### config.mk
export PLATFORM = sky130hd
export DESIGN_NAME = tcc_timer
export DESIGN_NICKNAME = d
export VERILOG_FILES = /design/src/hw/tcc_pkg.sv /design/src/hw/tcc_prescale.sv /design/src/hw/tcc_channel.sv /design/src/hw/tcc_timer.sv
export SDC_FILE = /design/constraint.sdc
export NUM_CORES = 1
export LEC_CHECK = 0
export BUFFER_PORTS_ARGS = -buffer_cell sky130_fd_sc_hd__buf_2
export CAP_MARGIN = 20
export CELL_PAD_IN_SITES_DETAIL_PLACEMENT = 0
export CELL_PAD_IN_SITES_GLOBAL_PLACEMENT = 1
export CORE_UTILIZATION = 36
export CTS_CLUSTER_DIAMETER = 40
export CTS_CLUSTER_SIZE = 20
export DETAILED_ROUTE_END_ITERATION = 16
export PLACE_DENSITY_LB_ADDON = 0.1
export SLEW_MARGIN = 40
export SYNTH_ARGS = -nofsm -noshare
export SYNTH_HDL_FRONTEND = slang
export SYNTH_SLANG_ARGS = --single-unit
export TNS_END_PERCENT = 30
### constraint.sdc
create_clock -name clk_in -period 3.6 [get_ports clk_in]
set_input_delay 0.18 -clock clk_in [delete_from_list [all_inputs] [get_ports clk_in]]
set_output_delay 0.18 -clock clk_in [all_outputs]
set_load 0.01 [all_outputs]
### src/hw/tcc_pkg.sv
// Shared constants and types for the three-channel timer
package tcc_pkg;

    // Counter geometry
    localparam int              TCC_CNT_W       = 16;
    localparam int              TCC_CH_NUM      = 3;
    localparam logic [15:0]     TCC_CNT_RESET   = 16'h0000;
    localparam logic [15:0]     TCC_CNT_MAX     = 16'hFFFF;

    // Clock source select codes
    localparam logic [1:0]      TCC_SRC_EXT     = 2'h0;
    localparam logic [1:0]      TCC_SRC_AUX     = 2'h1;
    localparam logic [1:0]      TCC_SRC_SUB     = 2'h2;
    localparam logic [1:0]      TCC_SRC_ALT     = 2'h3;

    // Capture input select codes
    localparam logic [1:0]      TCC_CIS_PIN     = 2'h0;
    localparam logic [1:0]      TCC_CIS_SECOND  = 2'h1;
    localparam logic [1:0]      TCC_CIS_SW_LOW  = 2'h2;
    localparam logic [1:0]      TCC_CIS_SW_HIGH = 2'h3;

    // Shared vector words, one per pending source
    localparam logic [15:0]     TCC_VEC_NONE    = 16'h0000;
    localparam logic [15:0]     TCC_VEC_CH1     = 16'h0002;
    localparam logic [15:0]     TCC_VEC_CH2     = 16'h0004;
    localparam logic [15:0]     TCC_VEC_OVF     = 16'h000A;

    // Interrupt vector addresses, priorities and dispatch cost
    localparam logic [15:0]     TCC_CH0_VEC_ADDR    = 16'hFFF2;
    localparam logic [15:0]     TCC_SHARED_VEC_ADDR = 16'hFFF0;
    localparam logic [3:0]      TCC_CH0_PRIO        = 4'h9;
    localparam logic [3:0]      TCC_SHARED_PRIO     = 4'h8;
    localparam int              TCC_DISPATCH_CYC    = 5;

    // Counting modes
    typedef enum logic [1:0] {
        TCC_MODE_STOP,
        TCC_MODE_UP,
        TCC_MODE_CONT,
        TCC_MODE_UPDOWN
    } tcc_mode_t;

    // Capture edge choice: none, rising, falling, both
    function automatic logic tcc_edge_hit(input logic [1:0] sel, input logic prev, input logic cur);
        tcc_edge_hit = (sel[0] & ~prev & cur) | (sel[1] & prev & ~cur);
    endfunction

endpackage

### src/hw/tcc_prescale.sv
`timescale 1ns/100ps
// Clock source selection and divide-by-1/2/4/8 prescaler
module tcc_prescale
    import tcc_pkg::*;
(
    // System
    input  wire logic           clk_in,
    input  wire logic           resetn_in,
    // Clock sources, sampled as levels
    input  wire logic           ext_timer_clock_pin_in,
    input  wire logic           aux_clock_in,
    input  wire logic           sub_main_clock_in,
    input  wire logic           alt_ext_clock_input_in,
    // Control
    input  wire logic [1:0]     src_sel_in,
    input  wire logic [1:0]     div_sel_in,
    input  wire logic           clear_in,
    // Count enable pulse
    output logic                tick_out
);

    logic       src_level;      // Selected source level
    logic       src_prev;       // Level one cycle earlier
    logic [2:0] div_cnt;        // Divider position
    logic       src_rise;       // Rising edge of the source

    // Source multiplexer
    always_comb begin
        case (src_sel_in)
            TCC_SRC_EXT: src_level = ext_timer_clock_pin_in;
            TCC_SRC_AUX: src_level = aux_clock_in;
            TCC_SRC_SUB: src_level = sub_main_clock_in;
            default:     src_level = alt_ext_clock_input_in;
        endcase
    end

    assign src_rise = tcc_edge_hit(2'h1, src_prev, src_level);

    // Edge history of the source
    always_ff @(posedge clk_in or negedge resetn_in) begin
        if (!resetn_in) begin
            src_prev <= 1'b0;
        end else begin
            src_prev <= src_level;
        end
    end

    // Divider counts source edges, pulses on the last of each group
    always_ff @(posedge clk_in or negedge resetn_in) begin
        if (!resetn_in) begin
            div_cnt  <= 3'h0;
            tick_out <= 1'b0;
        end else if (clear_in) begin
            div_cnt  <= 3'h0;
            tick_out <= 1'b0;
        end else begin
            tick_out <= 1'b0;
            if (src_rise) begin // RL2
                if (div_cnt >= ((3'h1 << div_sel_in) - 3'h1)) begin // RL3
                    div_cnt  <= 3'h0;
                    tick_out <= 1'b1;
                end else begin
                    div_cnt <= div_cnt + 3'h1;
                end
            end
        end
    end

    // A divide-by-one setting passes every source edge
    div_one_a: assert property (@(posedge clk_in) disable iff (!resetn_in) // RL3
        (src_rise && div_sel_in == 2'h0 && !clear_in) |=> tick_out)
        else $error("divide by one lost a source edge");

endmodule

### src/hw/tcc_channel.sv
`timescale 1ns/100ps
// One capture/compare channel with its output unit
module tcc_channel
    import tcc_pkg::*;
(
    // System
    input  wire logic           clk_in,
    input  wire logic           resetn_in,
    // Counter view
    input  wire logic [15:0]    cnt_in,
    input  wire logic           cnt_moved_in,
    input  wire logic           period_hit_in,
    // Capture inputs
    input  wire logic           event_pin_in,
    input  wire logic           second_in,
    // Configuration
    input  wire logic           capture_en_in,
    input  wire logic [1:0]     cap_edge_in,
    input  wire logic [1:0]     capture_input_select_in,
    input  wire logic [2:0]     out_mode_in,
    input  wire logic           out_bit_in,
    input  wire logic           cmp_wr_in,
    input  wire logic [15:0]    cmp_wdata_in,
    // Results
    output logic [15:0]         cmp_value_out,
    output logic                event_out,
    output logic                out_pin_out
);

    logic   cap_level;  // Selected capture input
    logic   cap_prev;   // Its level one cycle earlier
    logic   cap_hit;    // Selected edge seen in capture operation
    logic   cmp_hit;    // Counter arrived at the compare value

    // Capture input select, software levels let a write make the edge
    always_comb begin
        case (capture_input_select_in)
            TCC_CIS_PIN:    cap_level = event_pin_in; // RL9
            TCC_CIS_SECOND: cap_level = second_in; // RL10
            TCC_CIS_SW_LOW: cap_level = 1'b0; // RL11
            default:        cap_level = 1'b1; // RL11
        endcase
    end

    assign cap_hit = capture_en_in && tcc_edge_hit(cap_edge_in, cap_prev, cap_level); // RL7 RL8
    assign cmp_hit = !capture_en_in && cnt_moved_in && (cnt_in == cmp_value_out); // RL6

    // Capture input history
    always_ff @(posedge clk_in or negedge resetn_in) begin
        if (!resetn_in) begin
            cap_prev <= 1'b0;
        end else begin
            cap_prev <= cap_level;
        end
    end

    // Compare value: software write, or latch of the counter on capture
    always_ff @(posedge clk_in or negedge resetn_in) begin
        if (!resetn_in) begin
            cmp_value_out <= TCC_CNT_RESET;
            event_out     <= 1'b0;
        end else begin
            event_out <= cap_hit | cmp_hit;
            if (cap_hit) begin
                cmp_value_out <= cnt_in; // RL7
            end else if (cmp_wr_in) begin
                cmp_value_out <= cmp_wdata_in;
            end
        end
    end

    // Output unit: bit mode runs free, others react to compare, modes 2, 3, 6, 7 also to period
    always_ff @(posedge clk_in or negedge resetn_in) begin
        if (!resetn_in) begin
            out_pin_out <= 1'b0;
        end else if (out_mode_in == 3'h0) begin
            out_pin_out <= out_bit_in; // RL13
        end else if (cmp_hit) begin // RL12
            case (out_mode_in)
                3'h1, 3'h3: out_pin_out <= 1'b1;
                3'h5, 3'h7: out_pin_out <= 1'b0;
                default:    out_pin_out <= ~out_pin_out;
            endcase
        end else if (period_hit_in) begin // RL13
            case (out_mode_in)
                3'h2, 3'h3: out_pin_out <= 1'b0;
                3'h6, 3'h7: out_pin_out <= 1'b1;
                default:    out_pin_out <= out_pin_out;
            endcase
        end
    end

    // A capture holds the counter value from the edge cycle
    capture_latch_a: assert property (@(posedge clk_in) disable iff (!resetn_in) // RL7
        cap_hit |=> (cmp_value_out == $past(cnt_in)) && event_out)
        else $error("capture did not latch the counter");

endmodule

### src/hw/tcc_timer.sv
`timescale 1ns/100ps
// Operation
// RL1: Sixteen-bit counter with three capture/compare channels
// RL2: Source select picks one of four clocks
// RL3: Prescaler divides by one, two, four, eight
// RL4: Software halts, reads and writes the counter
// RL5: Modes stop, continuous, up, up/down
// RL6: Each channel independently capture or compare
// RL7: Capture on rising, falling or both edges
// RL8: Capture started and stopped by software
// RL9: Each channel has its own event pin
// RL10: Channel 2 second input is auxiliary clock
// RL11: Select codes 2 and 3 give software capture
// RL12: Each channel has its own output unit
// RL13: Output unit free-running or trigger driven
// RL14: Channel 0 vector, plus one shared vector
// RL15: Shared vector word names the pending source
// RL16: Equal five-cycle dispatch for shared sources
// RL17: Maskable vectors FFF2h prio 9, FFF0h prio 8
// RL18: Interrupt flags held inside the timer
// RL19: Up wraps at period, up/down reverses there
module tcc_timer
    import tcc_pkg::*;
#(
    parameter int CH_NUM = TCC_CH_NUM
)
(
    // System
    input  wire logic           clk_in,
    input  wire logic           resetn_in,
    // Clock sources
    input  wire logic           ext_timer_clock_pin_in,
    input  wire logic           aux_clock_in,
    input  wire logic           sub_main_clock_in,
    input  wire logic           alt_ext_clock_input_in,
    // Counter control
    input  wire logic [1:0]     src_sel_in,
    input  wire logic [1:0]     div_sel_in,
    input  wire logic [1:0]     mode_in,
    input  wire logic           cnt_clear_in,
    input  wire logic           cnt_wr_in,
    input  wire logic [15:0]    cnt_wdata_in,
    // Counter status
    output logic [15:0]         cnt_out,
    output logic                count_down_out,
    // Event pins
    input  wire logic           event_pin_ch0_in,
    input  wire logic           event_pin_ch1_in,
    input  wire logic           event_pin_ch2_in,
    // Channel configuration, one entry per channel
    input  wire logic           capture_en_in [CH_NUM],
    input  wire logic [1:0]     cap_edge_in [CH_NUM],
    input  wire logic [1:0]     capture_input_select_in [CH_NUM],
    input  wire logic [2:0]     out_mode_in [CH_NUM],
    input  wire logic           out_bit_in [CH_NUM],
    input  wire logic           cmp_wr_in [CH_NUM],
    input  wire logic [15:0]    cmp_wdata_in [CH_NUM],
    // Channel results
    output logic [15:0]         channel0_compare_value_out,
    output logic [15:0]         channel1_compare_value_out,
    output logic [15:0]         channel2_compare_value_out,
    output logic [2:0]          out_pin_out,
    // Interrupt enables and flag clears
    input  wire logic [2:0]     ch_irq_en_in,
    input  wire logic           ovf_irq_en_in,
    input  wire logic [2:0]     ch_flag_clr_in,
    input  wire logic           ovf_flag_clr_in,
    input  wire logic           vector_rd_in,
    // Interrupt status
    output logic                channel0_irq_flag_out,
    output logic                channel1_irq_flag_out,
    output logic                channel2_irq_flag_out,
    output logic                counter_overflow_flag_out,
    output logic [15:0]         vector_word_out,
    output logic                irq_ch0_out,
    output logic                irq_shared_out,
    output logic [15:0]         ch0_vec_addr_out,
    output logic [15:0]         shared_vec_addr_out,
    output logic [3:0]          ch0_prio_out,
    output logic [3:0]          shared_prio_out
);

    logic               tick;           // Prescaled count enable
    logic               step;           // Counter may advance
    logic               cnt_moved;      // Counter advanced last cycle
    logic               period_hit;     // Counter at channel 0 value after a move
    logic [15:0]        next_cnt;       // Counter value after a step
    logic               next_down;      // Direction after a step
    logic               wrap;           // Step produces an overflow
    logic [CH_NUM-1:0]  ch_event;       // Capture or compare event pulses
    logic [15:0]        cmp_val [CH_NUM];   // Compare values
    logic [CH_NUM-1:0]  pin_sel;        // Event pin per channel
    logic [CH_NUM-1:0]  second_sel;     // Second capture input per channel
    logic [15:0]        next_vector;    // Highest pending shared source
    logic [2:0]         vec_clr;        // Flag cleared by a vector read

    assign pin_sel    = {event_pin_ch2_in, event_pin_ch1_in, event_pin_ch0_in}; // RL9
    assign second_sel = {aux_clock_in, 1'b0, 1'b0}; // RL10
    assign step       = tick && (mode_in != TCC_MODE_STOP) && !cnt_wr_in; // RL4
    assign period_hit = cnt_moved && (cnt_out == cmp_val[0]);

    // Clock source and prescaler
    tcc_prescale u_prescale (
        .clk_in                 (clk_in),
        .resetn_in              (resetn_in),
        .ext_timer_clock_pin_in (ext_timer_clock_pin_in),
        .aux_clock_in           (aux_clock_in),
        .sub_main_clock_in      (sub_main_clock_in),
        .alt_ext_clock_input_in (alt_ext_clock_input_in),
        .src_sel_in             (src_sel_in),
        .div_sel_in             (div_sel_in),
        .clear_in               (cnt_clear_in),
        .tick_out               (tick)
    ); // RL2 RL3

    // Three independent channels
    for (genvar i = 0; i < CH_NUM; i++) begin : g_ch
        tcc_channel u_ch (
            .clk_in                  (clk_in),
            .resetn_in               (resetn_in),
            .cnt_in                  (cnt_out),
            .cnt_moved_in            (cnt_moved),
            .period_hit_in           (period_hit),
            .event_pin_in            (pin_sel[i]),
            .second_in               (second_sel[i]),
            .capture_en_in           (capture_en_in[i]),
            .cap_edge_in             (cap_edge_in[i]),
            .capture_input_select_in (capture_input_select_in[i]),
            .out_mode_in             (out_mode_in[i]),
            .out_bit_in              (out_bit_in[i]),
            .cmp_wr_in               (cmp_wr_in[i]),
            .cmp_wdata_in            (cmp_wdata_in[i]),
            .cmp_value_out           (cmp_val[i]),
            .event_out               (ch_event[i]),
            .out_pin_out             (out_pin_out[i])
        ); // RL1 RL6 RL12
    end

    assign channel0_compare_value_out = cmp_val[0];
    assign channel1_compare_value_out = cmp_val[1];
    assign channel2_compare_value_out = cmp_val[2];

    // Next counter value for each counting mode
    always_comb begin
        next_cnt  = cnt_out;
        next_down = count_down_out;
        wrap      = 1'b0;
        case (mode_in)
            TCC_MODE_UP: begin
                // Period set by channel 0 value
                if (cnt_out >= cmp_val[0]) begin // RL19
                    next_cnt = TCC_CNT_RESET;
                    wrap     = 1'b1;
                end else begin
                    next_cnt = cnt_out + 16'h0001;
                end
                next_down = 1'b0;
            end
            TCC_MODE_CONT: begin
                // Full sixteen-bit roll-over
                next_cnt  = cnt_out + 16'h0001;
                wrap      = (cnt_out == TCC_CNT_MAX);
                next_down = 1'b0;
            end
            TCC_MODE_UPDOWN: begin
                if (!count_down_out && cnt_out >= cmp_val[0]) begin // RL19
                    // Turn at the period value
                    next_down = 1'b1;
                    next_cnt  = (cnt_out == TCC_CNT_RESET) ? cnt_out : cnt_out - 16'h0001;
                end else if (count_down_out && cnt_out == TCC_CNT_RESET) begin
                    // Loaded at zero while falling, start rising again
                    next_down = 1'b0;
                    next_cnt  = cnt_out + 16'h0001;
                end else if (count_down_out) begin
                    next_cnt = cnt_out - 16'h0001;
                    if (cnt_out == 16'h0001) begin
                        // Bottom reached, overflow and turn
                        wrap      = 1'b1;
                        next_down = 1'b0;
                    end
                end else begin
                    next_cnt = cnt_out + 16'h0001;
                end
            end
            default: begin
                next_cnt = cnt_out;
            end
        endcase
    end

    // Counter register with software clear and write
    always_ff @(posedge clk_in or negedge resetn_in) begin
        if (!resetn_in) begin
            cnt_out        <= TCC_CNT_RESET;
            count_down_out <= 1'b0;
            cnt_moved      <= 1'b0;
        end else begin
            cnt_moved <= step;
            if (cnt_clear_in) begin
                cnt_out        <= TCC_CNT_RESET;
                count_down_out <= 1'b0;
            end else if (cnt_wr_in) begin
                cnt_out <= cnt_wdata_in; // RL4
            end else if (step) begin // RL5
                cnt_out        <= next_cnt;
                count_down_out <= next_down;
            end
        end
    end

    // Highest pending enabled shared source
    always_comb begin
        next_vector = TCC_VEC_NONE;
        vec_clr     = 3'h0;
        if (channel1_irq_flag_out && ch_irq_en_in[1]) begin // RL15
            next_vector = TCC_VEC_CH1;
            vec_clr     = 3'h1;
        end else if (channel2_irq_flag_out && ch_irq_en_in[2]) begin
            next_vector = TCC_VEC_CH2;
            vec_clr     = 3'h2;
        end else if (counter_overflow_flag_out && ovf_irq_en_in) begin
            next_vector = TCC_VEC_OVF;
            vec_clr     = 3'h4;
        end
    end

    // Channel flags live here; a new event beats a clear in the same cycle
    always_ff @(posedge clk_in or negedge resetn_in) begin
        if (!resetn_in) begin
            channel0_irq_flag_out <= 1'b0;
            channel1_irq_flag_out <= 1'b0;
            channel2_irq_flag_out <= 1'b0;
        end else begin // RL18
            channel0_irq_flag_out <= ch_event[0] | (channel0_irq_flag_out & ~ch_flag_clr_in[0]);
            channel1_irq_flag_out <= ch_event[1]
                | (channel1_irq_flag_out & ~ch_flag_clr_in[1] & ~(vector_rd_in & vec_clr[0]));
            channel2_irq_flag_out <= ch_event[2]
                | (channel2_irq_flag_out & ~ch_flag_clr_in[2] & ~(vector_rd_in & vec_clr[1]));
        end
    end

    // Overflow flag, set on each wrap of the counter
    always_ff @(posedge clk_in or negedge resetn_in) begin
        if (!resetn_in) begin
            counter_overflow_flag_out <= 1'b0;
        end else begin // RL18
            counter_overflow_flag_out <= (step & wrap)
                | (counter_overflow_flag_out & ~ovf_flag_clr_in & ~(vector_rd_in & vec_clr[2]));
        end
    end

    // Vector word register, one value per source gives equal dispatch cost
    always_ff @(posedge clk_in or negedge resetn_in) begin
        if (!resetn_in) begin
            vector_word_out <= TCC_VEC_NONE;
        end else begin
            vector_word_out <= next_vector; // RL15 RL16
        end
    end

    // Two maskable interrupt lines and their fixed vector data
    assign irq_ch0_out         = channel0_irq_flag_out & ch_irq_en_in[0]; // RL14 RL17
    assign irq_shared_out      = vector_word_out != TCC_VEC_NONE; // RL14 RL17
    assign ch0_vec_addr_out    = TCC_CH0_VEC_ADDR; // RL17
    assign shared_vec_addr_out = TCC_SHARED_VEC_ADDR; // RL17
    assign ch0_prio_out        = TCC_CH0_PRIO;
    assign shared_prio_out     = TCC_SHARED_PRIO;

    // Up mode returns to zero after the period value
    up_wrap_a: assert property (@(posedge clk_in) disable iff (!resetn_in) // RL19
        (step && !cnt_clear_in && mode_in == TCC_MODE_UP && cnt_out >= cmp_val[0])
        |=> (cnt_out == 16'h0000) ##1 (counter_overflow_flag_out))
        else $error("up mode did not wrap at the period");

    // Continuous mode steps by one
    cont_step_a: assert property (@(posedge clk_in) disable iff (!resetn_in) // RL5
        (step && !cnt_clear_in && mode_in == TCC_MODE_CONT) |=> cnt_out == $past(cnt_out) + 16'h0001)
        else $error("continuous mode did not step by one");

    // A halted counter holds its value
    halt_hold_a: assert property (@(posedge clk_in) disable iff (!resetn_in) // RL4
        (mode_in == TCC_MODE_STOP && !cnt_wr_in && !cnt_clear_in) |=> $stable(cnt_out))
        else $error("halted counter moved");

    // A software write loads the counter
    cnt_write_a: assert property (@(posedge clk_in) disable iff (!resetn_in) // RL4
        (cnt_wr_in && !cnt_clear_in) |=> cnt_out == $past(cnt_wdata_in))
        else $error("counter write lost");

    // Up/down mode turns downward at the period value
    updown_turn_a: assert property (@(posedge clk_in) disable iff (!resetn_in) // RL19
        (step && !cnt_clear_in && mode_in == TCC_MODE_UPDOWN && !count_down_out
         && cnt_out >= cmp_val[0] && cnt_out != 16'h0000) |=> count_down_out && cnt_out == $past(cnt_out) - 16'h0001)
        else $error("up/down mode did not turn at the period");

    // A channel 0 event leaves its flag set even under a clear
    flag_set_a: assert property (@(posedge clk_in) disable iff (!resetn_in) // RL18
        ch_event[0] |=> channel0_irq_flag_out)
        else $error("channel 0 event lost");

    // Channel 0 line follows its flag and mask
    irq_ch0_a: assert property (@(posedge clk_in) disable iff (!resetn_in) // RL14
        irq_ch0_out |-> channel0_irq_flag_out && ch_irq_en_in[0])
        else $error("channel 0 interrupt without cause");

    // Vector word names channel 1 only when it was pending and enabled
    vector_ch1_a: assert property (@(posedge clk_in) disable iff (!resetn_in) // RL15
        (vector_word_out == TCC_VEC_CH1) |-> $past(channel1_irq_flag_out && ch_irq_en_in[1]))
        else $error("vector word names a source that was not pending");

endmodule

## Word level (Yosys, flattened, before mapping)

Index checks and enable logic that the tools add are counted.

| word-level totals | value |
|---|---|
| flip-flop bits (word level) | 100 |
| input bits | 120 |
| output and inout port bits | 130 |
| word-level logic and storage cells | 244 |

| operators by class | value |
|---|---|
| $add $sub $neg | 4 |
| magnitude comparators | 2 |
| equal/unequal tests | 36 |
| shift-type cells | 1 |
| mux-type cells | 60 |
| bitwise operators | 52 |
| reductions and logical operators | 66 |

Operator list:

| operator | count |
|---|---|
| $mux W16 | 14 |
| $eq A16 B16 Y1 | 3 |
| $pmux W16 S3 | 1 |
| $reduce_or A2 Y1 | 15 |
| $eq A3 B3 Y1 const B | 9 |
| $and A1 B1 Y1 | 25 |
| $mux W1 | 24 |
| $eq A3 B2 Y1 const B | 6 |
| $mux W3 | 6 |
| $pmux W1 S2 | 9 |
| $logic_and A1 B1 Y1 | 17 |
| $not A1 Y1 | 17 |
| $add A16 B1 Y16 const B | 1 |
| $eq A16 B1 Y1 const B | 1 |
| $eq A16 B16 Y1 const B | 1 |
| $ge A16 B16 Y1 | 1 |
| $logic_not A16 Y1 | 1 |
| $reduce_bool A16 Y1 | 1 |
| $sub A16 B1 Y16 const B | 1 |
| $reduce_bool A3 Y1 | 5 |
| $eq A2 B2 Y1 const B | 6 |
| $mux W4 | 3 |
| $reduce_bool A2 Y1 | 6 |
| $reduce_bool A4 Y1 | 3 |
| 16 further kinds | 45 |

## Longest topological paths before layout

Gate-level depths: netlist of the first run.

| logic depth | value |
|---|---|
| depth after elaboration | 9 |
| depth in mapped cells | 13 |
| gate-level depth less buffers | 10 |

## Cells and area by module

A second synthesis of the first run with hierarchy kept.

| second synthesis, totals | value |
|---|---|
| cells, all modules | 680 |
| area total of the unflattened synthesis | 6,872.8 µm² |

By module, submodules not included:

| module | instances | cells an instance | area an instance (µm²) |
|---|---|---|---|
| tcc_channel | 3 | 93 | 1,201.2 |
| tcc_timer | 1 | 367 | 2,925.3 |
| tcc_prescale | 1 | 34 | 344.1 |

## Worst setup path before layout of the first run

No wires, ideal clock.

| timing | value |
|---|---|
| path kind | register to register |
| from | register cnt_out[0] |
| to | register cnt_out[9] |
| setup time | 0.070 ns |
| arrival time | 2.864 ns |
| required time | 3.530 ns |
| path slack | 0.666 ns |
| stages on the path, launching flop included | 13 |
| buffers on the path | 2 |
| cell sequence | dfrtp_1 clkbuf_1 inv_1 ha_1 nor2b_1 o211ai_1 a2111o_1 and4_1 clkbuf_1 a21o_2 or3_1 a211o_1 nand3_1 |

| on the way | value |
|---|---|
| word-level cells in the longest chain between the ends | 8 |

Ends and longest elaborated chain:

| what | RTL line | text |
|---|---|---|
| start, declared | tcc_timer.sv:44 | `output logic [15:0] cnt_out,` |
| start signal, assigned | tcc_timer.sv:203 | `cnt_out <= cnt_wdata_in;` |
| start signal, assigned | tcc_timer.sv:205 | `cnt_out <= next_cnt;` |
| $add A16 B1 Y16, or another cell as far along | - |  |
| $mux W16 or $logic_and A1 B1 Y1 (tied branches) | tcc_timer.sv:174, tcc_timer.sv:170 |  |
| $mux W16 | tcc_timer.sv:170 | `end else if (count_down_out && cnt_out == TCC_CNT_RESET) begin` |
| $mux W16 | tcc_timer.sv:166 | `if (!count_down_out && cnt_out >= cmp_val[0]) begin` |
| $pmux W16 S3 | tcc_timer.sv:148 | `case (mode_in)` |
| $mux W16 | tcc_timer.sv:204 | `end else if (step) begin` |
| $mux W16 | tcc_timer.sv:202 | `end else if (cnt_wr_in) begin` |
| $mux W16 | tcc_timer.sv:199 | `if (cnt_clear_in) begin` |

Several ways; a longest one is shown, not always the timed one. The select of a mux whose other input is x is not followed.
A chain may end at the register's enable or synchronous reset.

## Final worst setup path of the first run

| timing | value |
|---|---|
| from | register cnt_out[10] |
| to | register cnt_out[2] |

| on the way | value |
|---|---|
| word-level cells in the longest chain between the ends | 8 |

Ends and longest elaborated chain:

| what |
|---|
| parallel branches: the longest is 8 deep, another holds $ge A16 B16 Y1 |

Parallel ways; which one is timed is not known. The select of a mux whose other input is x is not followed.

==> flow_metrics.tcl, run 1 <==
set metrics [dict create \
    rows 47 \
    p_switching_w 0.00120 \
    synth_top_cell_area_share 0.350 \
    gp_congestion 0.884 \
    clock_path_buffers 2 \
    synth-edff-count 0 \
    setup_viol 0 \
    met2_usage 0.380 \
    die_w_um 134 \
    cts_resized 0 \
    reg2reg_from "cnt_out[10]" \
    grt.busiest_layer "met2" \
    final_nets 1052 \
    drt_wl_total_mm 20.3 \
    hp-class "in2reg" \
    setup.worst_path.start "cnt_out[10]" \
    io_pins 250 \
    grt_pass1_vias 5650 \
    vdd_drop_max_mv 0.214 \
    yosys_warnings 0 \
    rr_worst_depth 9 \
    antennaDiodeCount 0 \
    clkTransAtPathRegs_ps 70 \
    track_usage 0.231 \
    crit_path_start_kind "register" \
    yosys.area.top_type "dfrtp_1" \
    leakage_nw 3.95 \
    swShare 0.370 \
    relSlewSlack 0.504 \
    critPathArrivalTime_ps 3310 \
    final_common_cell "buf_2" \
    die_h_um 134 \
    cts_buffers 9 \
    drive_above_1_share 0.273 \
    hold_slack_ps 49.0 \
    drt_iter0_markers 296 \
    pwr-share-seq 0.387 \
    intPower_w 0.00203 \
    crit_fanout 11 \
    die_area_sq_mm 0.0178 \
    clockPowerShare 0.276 \
    status "finished clean" \
    syn_area_sq_mm 0.00623 \
    ys_seq_area_frac 0.350 \
    p_per_area_mw_per_mm2 427 \
    timing.final.crit_share 0.854 \
    maxCapViolations 0 \
    numPortBuffers 196 \
    end_kind "register" \
    use_met1 0.304 \
    antenna_found_initial 0 \
    power_frac_comb 0.336 \
    worstSetupPathType "reg2reg" \
    h-tree-depth 3 \
    worstPathRequired_ps 3830 \
    fin_worst_skew_ps 10.0 \
    use_met3 0.0354 \
    synth.avg_cell_area_sq_um 8.74 \
    first_pass_iters 5 \
    clock_latency_ps 350 \
    fin_setup_tns_ps 0 \
    ant_nets 0 \
    async_flop_share 1.00 \
    worstSetupEndpoint "cnt_out[2]" \
    r2r-end "cnt_out[2]" \
    wl_per_cell_um 18.0 \
    area_growth_pct 21.5 \
    core_sq_mm 0.0168 \
    dp_hpwl_mm 15.2 \
    utilization 0.452 \
    vias 5787 \
    grt_first_pass_wirelength_mm 31.7 \
    rsz0062_at_grt "false" \
    ys_ff_latch 87 \
    r2r_slack_ps 530 \
    synth_flop_cell "dfrtp_1" \
    grt_max_degree 47 \
    grt-ovfl-total 0 \
    n_fill_cell 1692 \
    cts_sinks 87 \
    start_util 0.372 \
    route.detailed.drc 0 \
    hold_violations 0 \
    syn_inst 713 \
    period_minus_slack_ps 3070 \
    tightest_slew_ps 743 \
    vias_per_cell 5.14 \
    root_buffer "clkbuf_16" \
    final_cell_mix "195 x buf_2, 87 x dfrtp_1, 74 x nor2_1" \
    cts_setup_buffers 0 \
    synth_area_leaders "dfrtp_1 35%, mux2i_1 8.5%, buf_4 6.9%" \
    yosysUniqueCellTypes 61 \
    fmax_mhz 325 \
    tritoncts "built" \
    finalMaxSlewViolations 0 \
]
registers in the layout, summed over array words and instances, names as in the netlist, 3 cells and up:
register and count:
cnt_out 16, g_ch.u_ch.cap_prev 3, g_ch.u_ch.cmp_value_out 48, g_ch.u_ch.event_out 3
g_ch.u_ch.out_pin_out 3, u_prescale.div_cnt 3, vector_word_out 3
worst max-delay path, cell delays in order (launching register included):
cell and delay [ps]:
dfrtp_1 380, or4_4 550, or4_4 470, or4_4 530, nand2_1 110, a21oi_1 50
buf_4 190, a221oi_1 300, o32ai_1 130, a41o_1 240
cells by family after synthesis:
kind of cell	synth area share
compound gates	0.173
xor+xnor	0.0591
fa+ha+maj	0.0623
buf+inv	0.113
flops	0.350
mux	0.0888
other cells	0.00121
simple gates	0.153
layer usage:
| metal | vias to the layer above | share of wire |
|---|---|---|
| li1 | 2785 | - |
| met1 | 2735 | 0.44 |
| met2 | 235 | 0.47 |
| met3 | 32 | 0.059 |
| met4 | 0 | 0.028 |
| met5 | - | 0 |
cell usage after synthesis (all sizes together) (3+ instances only):
cell / n
dfrtp: 87
nor2: 74
a21oi: 71
buf: 65
mux2i: 53
nand2: 46
inv: 36
ha: 31
clkbuf: 29
xor2: 26
o21ai: 21
xnor2: 16
nand3: 14
nor3: 14
a22oi: 12
and3: 11
nand4: 11
a21o: 6
a221oi: 6
nor4: 6
o22ai: 6
nand2b: 4
o31ai: 4
a211o: 3
a21boi: 3
a221o: 3
a22o: 3
a31oi: 3
nor2b: 3
o221a: 3
o41ai: 3
or3: 3
or4: 3
stage by stage:
step / area [sq um] / std cells / total power [W] / setup slack, ps
finish: 7570 / 1126 / 0.00323 / 526
floorplan: 6420 / 764 / 0.00194 / 666
global route: 7570 / 1126 / 0.00344 / 344
CTS: 7570 / 1126 / 0.00327 / 546
global placement: 7280 / 1109 / 0.00235 / 595
detailed placement: 7290 / 1109 / 0.00236 / 555
area by class of cell:
cell class,count,area [sq um],area share
inverters,36,135,0.0179
multi-input cells,547,3550,0.469
clock buffers,12,236,0.0313
well taps,220,275,0.0364
flip-flops and latches,87,2180,0.288
clock inverters,4,31.3,0.00413
repair buffers,220,1170,0.154
repair_timing:
| item | in CTS | in global routing |
|---|---|---|
| endpoints found under the setup margin | 0 | 0 |
| hold endpoints to repair | 87 | 0 |
| hold buffers | 1 | 0 |
power by group through the flow:
stage                     sequential [W]  clock, W  combinational, W
after floorplan                  0.00130         0          0.000639
after global placement           0.00127         0           0.00108
after detailed placement         0.00127         0           0.00109
after CTS                        0.00125  0.000924           0.00109
after global routing             0.00127  0.000959           0.00120
final                            0.00125  0.000893           0.00109
worst min-delay path by stage:
stage,startpoint,end,slack (ps),cells after the start
4_1_cts,ch_irq_en_in[1],vector_word_out[3],40,2
2_1_floorplan,resetn_in,channel0_irq_flag_out,-120,0
5_1_grt,out_mode_in[5],g_ch[1].u_ch.out_pin_out,50,2
3_5_place_dp,resetn_in,g_ch[0].u_ch.event_out,310,2
6_report,out_mode_in[5],g_ch[1].u_ch.out_pin_out,50,2
3_3_place_gp,resetn_in,channel0_irq_flag_out,310,2
No activity file was read; power rests on OpenSTA's default activity.
==> run 2: changes to the inputs <==
Settings changed: CAP_MARGIN 20 to 10, CORE_UTILIZATION 36 to 32.
Clock period 3.6 ns to 2.8 ns, I/O delays scaled along.
==> flow_metrics.tcl, run 2 (synthesized netlist as in run 1, its figures left out) <==
set metrics [dict create \
    vias 5983 \
    hold_violations 0 \
    start_util 0.330 \
    gp_congestion 0.841 \
    clock_path_buffers 2 \
    relSlewSlack 0.595 \
    period_minus_slack_ps 2870 \
    p_per_area_mw_per_mm2 561 \
    hold_slack_ps 8.29 \
    io_pins 250 \
    crit_fanout 8 \
    critPathArrivalTime_ps 3110 \
    end_kind "register" \
    worstPathRequired_ps 3040 \
    clock_latency_ps 350 \
    die_h_um 142 \
    antennaDiodeCount 0 \
    core_sq_mm 0.0189 \
    route.detailed.drc 0 \
    worstSetupPathType "reg2reg" \
    ant_nets 0 \
    wl_per_cell_um 17.5 \
    die_w_um 142 \
    h-tree-depth 3 \
    top_regs "g_ch.u_ch.cmp_value_out x48, cnt_out x16" \
    root_buffer "clkbuf_16" \
    status "complete, but fails checks" \
    drt_iter0_markers 292 \
    final_cell_mix "195 x buf_2, 85 x dfrtp_1, 82 x buf_4" \
    fmax_mhz 348 \
    rsz0062_at_grt "true" \
    totalPowerFinal_w 0.00466 \
    area_growth_pct 33.2 \
    rows 50 \
    vdd_drop_max_mv 0.293 \
    violations "negative setup slack" \
    grt_pass1_vias 5713 \
    final_common_cell "buf_2" \
    drive_above_1_share 0.338 \
    numPortBuffers 196 \
    tightest_slew_ps 607 \
    tritoncts "built" \
    maxCapViolations 0 \
    fin_worst_skew_ps 6.69 \
    crit_path_start_kind "register" \
    clkTransAtPathRegs_ps 70 \
    hp-class "in2reg" \
    layout_setup_ws_ps -70.1 \
    vias_per_cell 4.86 \
    r2r_slack_ps -70 \
    utilization 0.439 \
    die_area_sq_mm 0.0200 \
    timing.final.crit_share 1.03 \
    cts_sinks 87 \
    grt_first_pass_wirelength_mm 32.3 \
    dp_slack_ps -227 \
    grt-ovfl-total 0 \
    leakage_nw 4.32 \
    dp_hpwl_mm 16.2 \
    cts_buffers 9 \
    drt_wl_total_mm 21.5 \
    largest_reg_flops 48 \
    finalMaxSlewViolations 0 \
    first_pass_iters 5 \
    grt_max_degree 57 \
    track_usage 0.213 \
    setup_viol 12 \
    regMostFlops "g_ch.u_ch.cmp_value_out" \
    final_nets 1116 \
    antenna_found_initial 0 \
]
==> run 2: final timing paths <==
kind,from,to,depth (start not counted)
max in group asynchronous,resetn_in,g_ch[2].u_ch.cmp_value_out[11],3
hold / removal,out_mode_in[5],g_ch[1].u_ch.out_pin_out,2
setup reg to reg,cnt_out[9],cnt_out[3],9
min in group asynchronous,resetn_in,u_prescale.tick_out,2
hold reg to reg,g_ch[0].u_ch.event_out,channel0_irq_flag_out,1
setup / recovery,cnt_out[9],cnt_out[3],9
==> run 2: power by group <==
| group | leakage [nW] | switching, W | total [W] | internal, W |
|---|---|---|---|---|
| clock | 0.159 | 0.000570 | 0.00141 | 0.000837 |
| combinational | 3.10 | 0.000919 | 0.00167 | 0.000752 |
| sequential | 1.06 | 0.000147 | 0.00158 | 0.00143 |
==> run 2: routing by layer <==
layer  wire, um  GRT usage  vias to the layer above
met4        418     0.0764                        0
met1       9770      0.279                     2832
met5          0          0                        -
met3       1040     0.0263                       22
met2      10300      0.360                      212
li1           -          -                     2917
==> run 2: layout make-up <==
cell class                 count  area (sq um)
fill                        1976         10600
multi-input combinational    547          3650
sequential                    87          2180
timing repair buffer         284          1670
tap                          260           325
clock buffer                  12           256
inverter                      36           135
clock inverter                 4          76.3
==> run 2: worst max-delay path, stage by stage, from the launching register on <==
cell and delay [ps]:
dfrtp_2 400, or4_4 530, or4_4 520, or4_4 440, nand2_2 120, a21oi_4 80, buf_4 190, o221ai_1 140
a21boi_1 80, a221o_1 260
==> run 2: repair_timing <==
action | CTS | global route
gates cloned | 0 | 0
endpoints found under the setup margin | 14 | 16
hold buffers | 4 | 0
setup buffers | 0 | 2
pin swaps | 3 | 6
gates resized for setup | 10 | 17
hold endpoints to repair | 57 | 0
==> run 2: stage by stage <==
stage                     cell area [sq um]  setup TNS, ps  cells
after floorplan                        6430          -40.7    764
after detailed placement               7800          -1640   1208
after global placement                 7790          -1430   1208
after global routing                   8300          -1700   1230
final                                  8300           -552   1230
after CTS                              8200           -672   1228
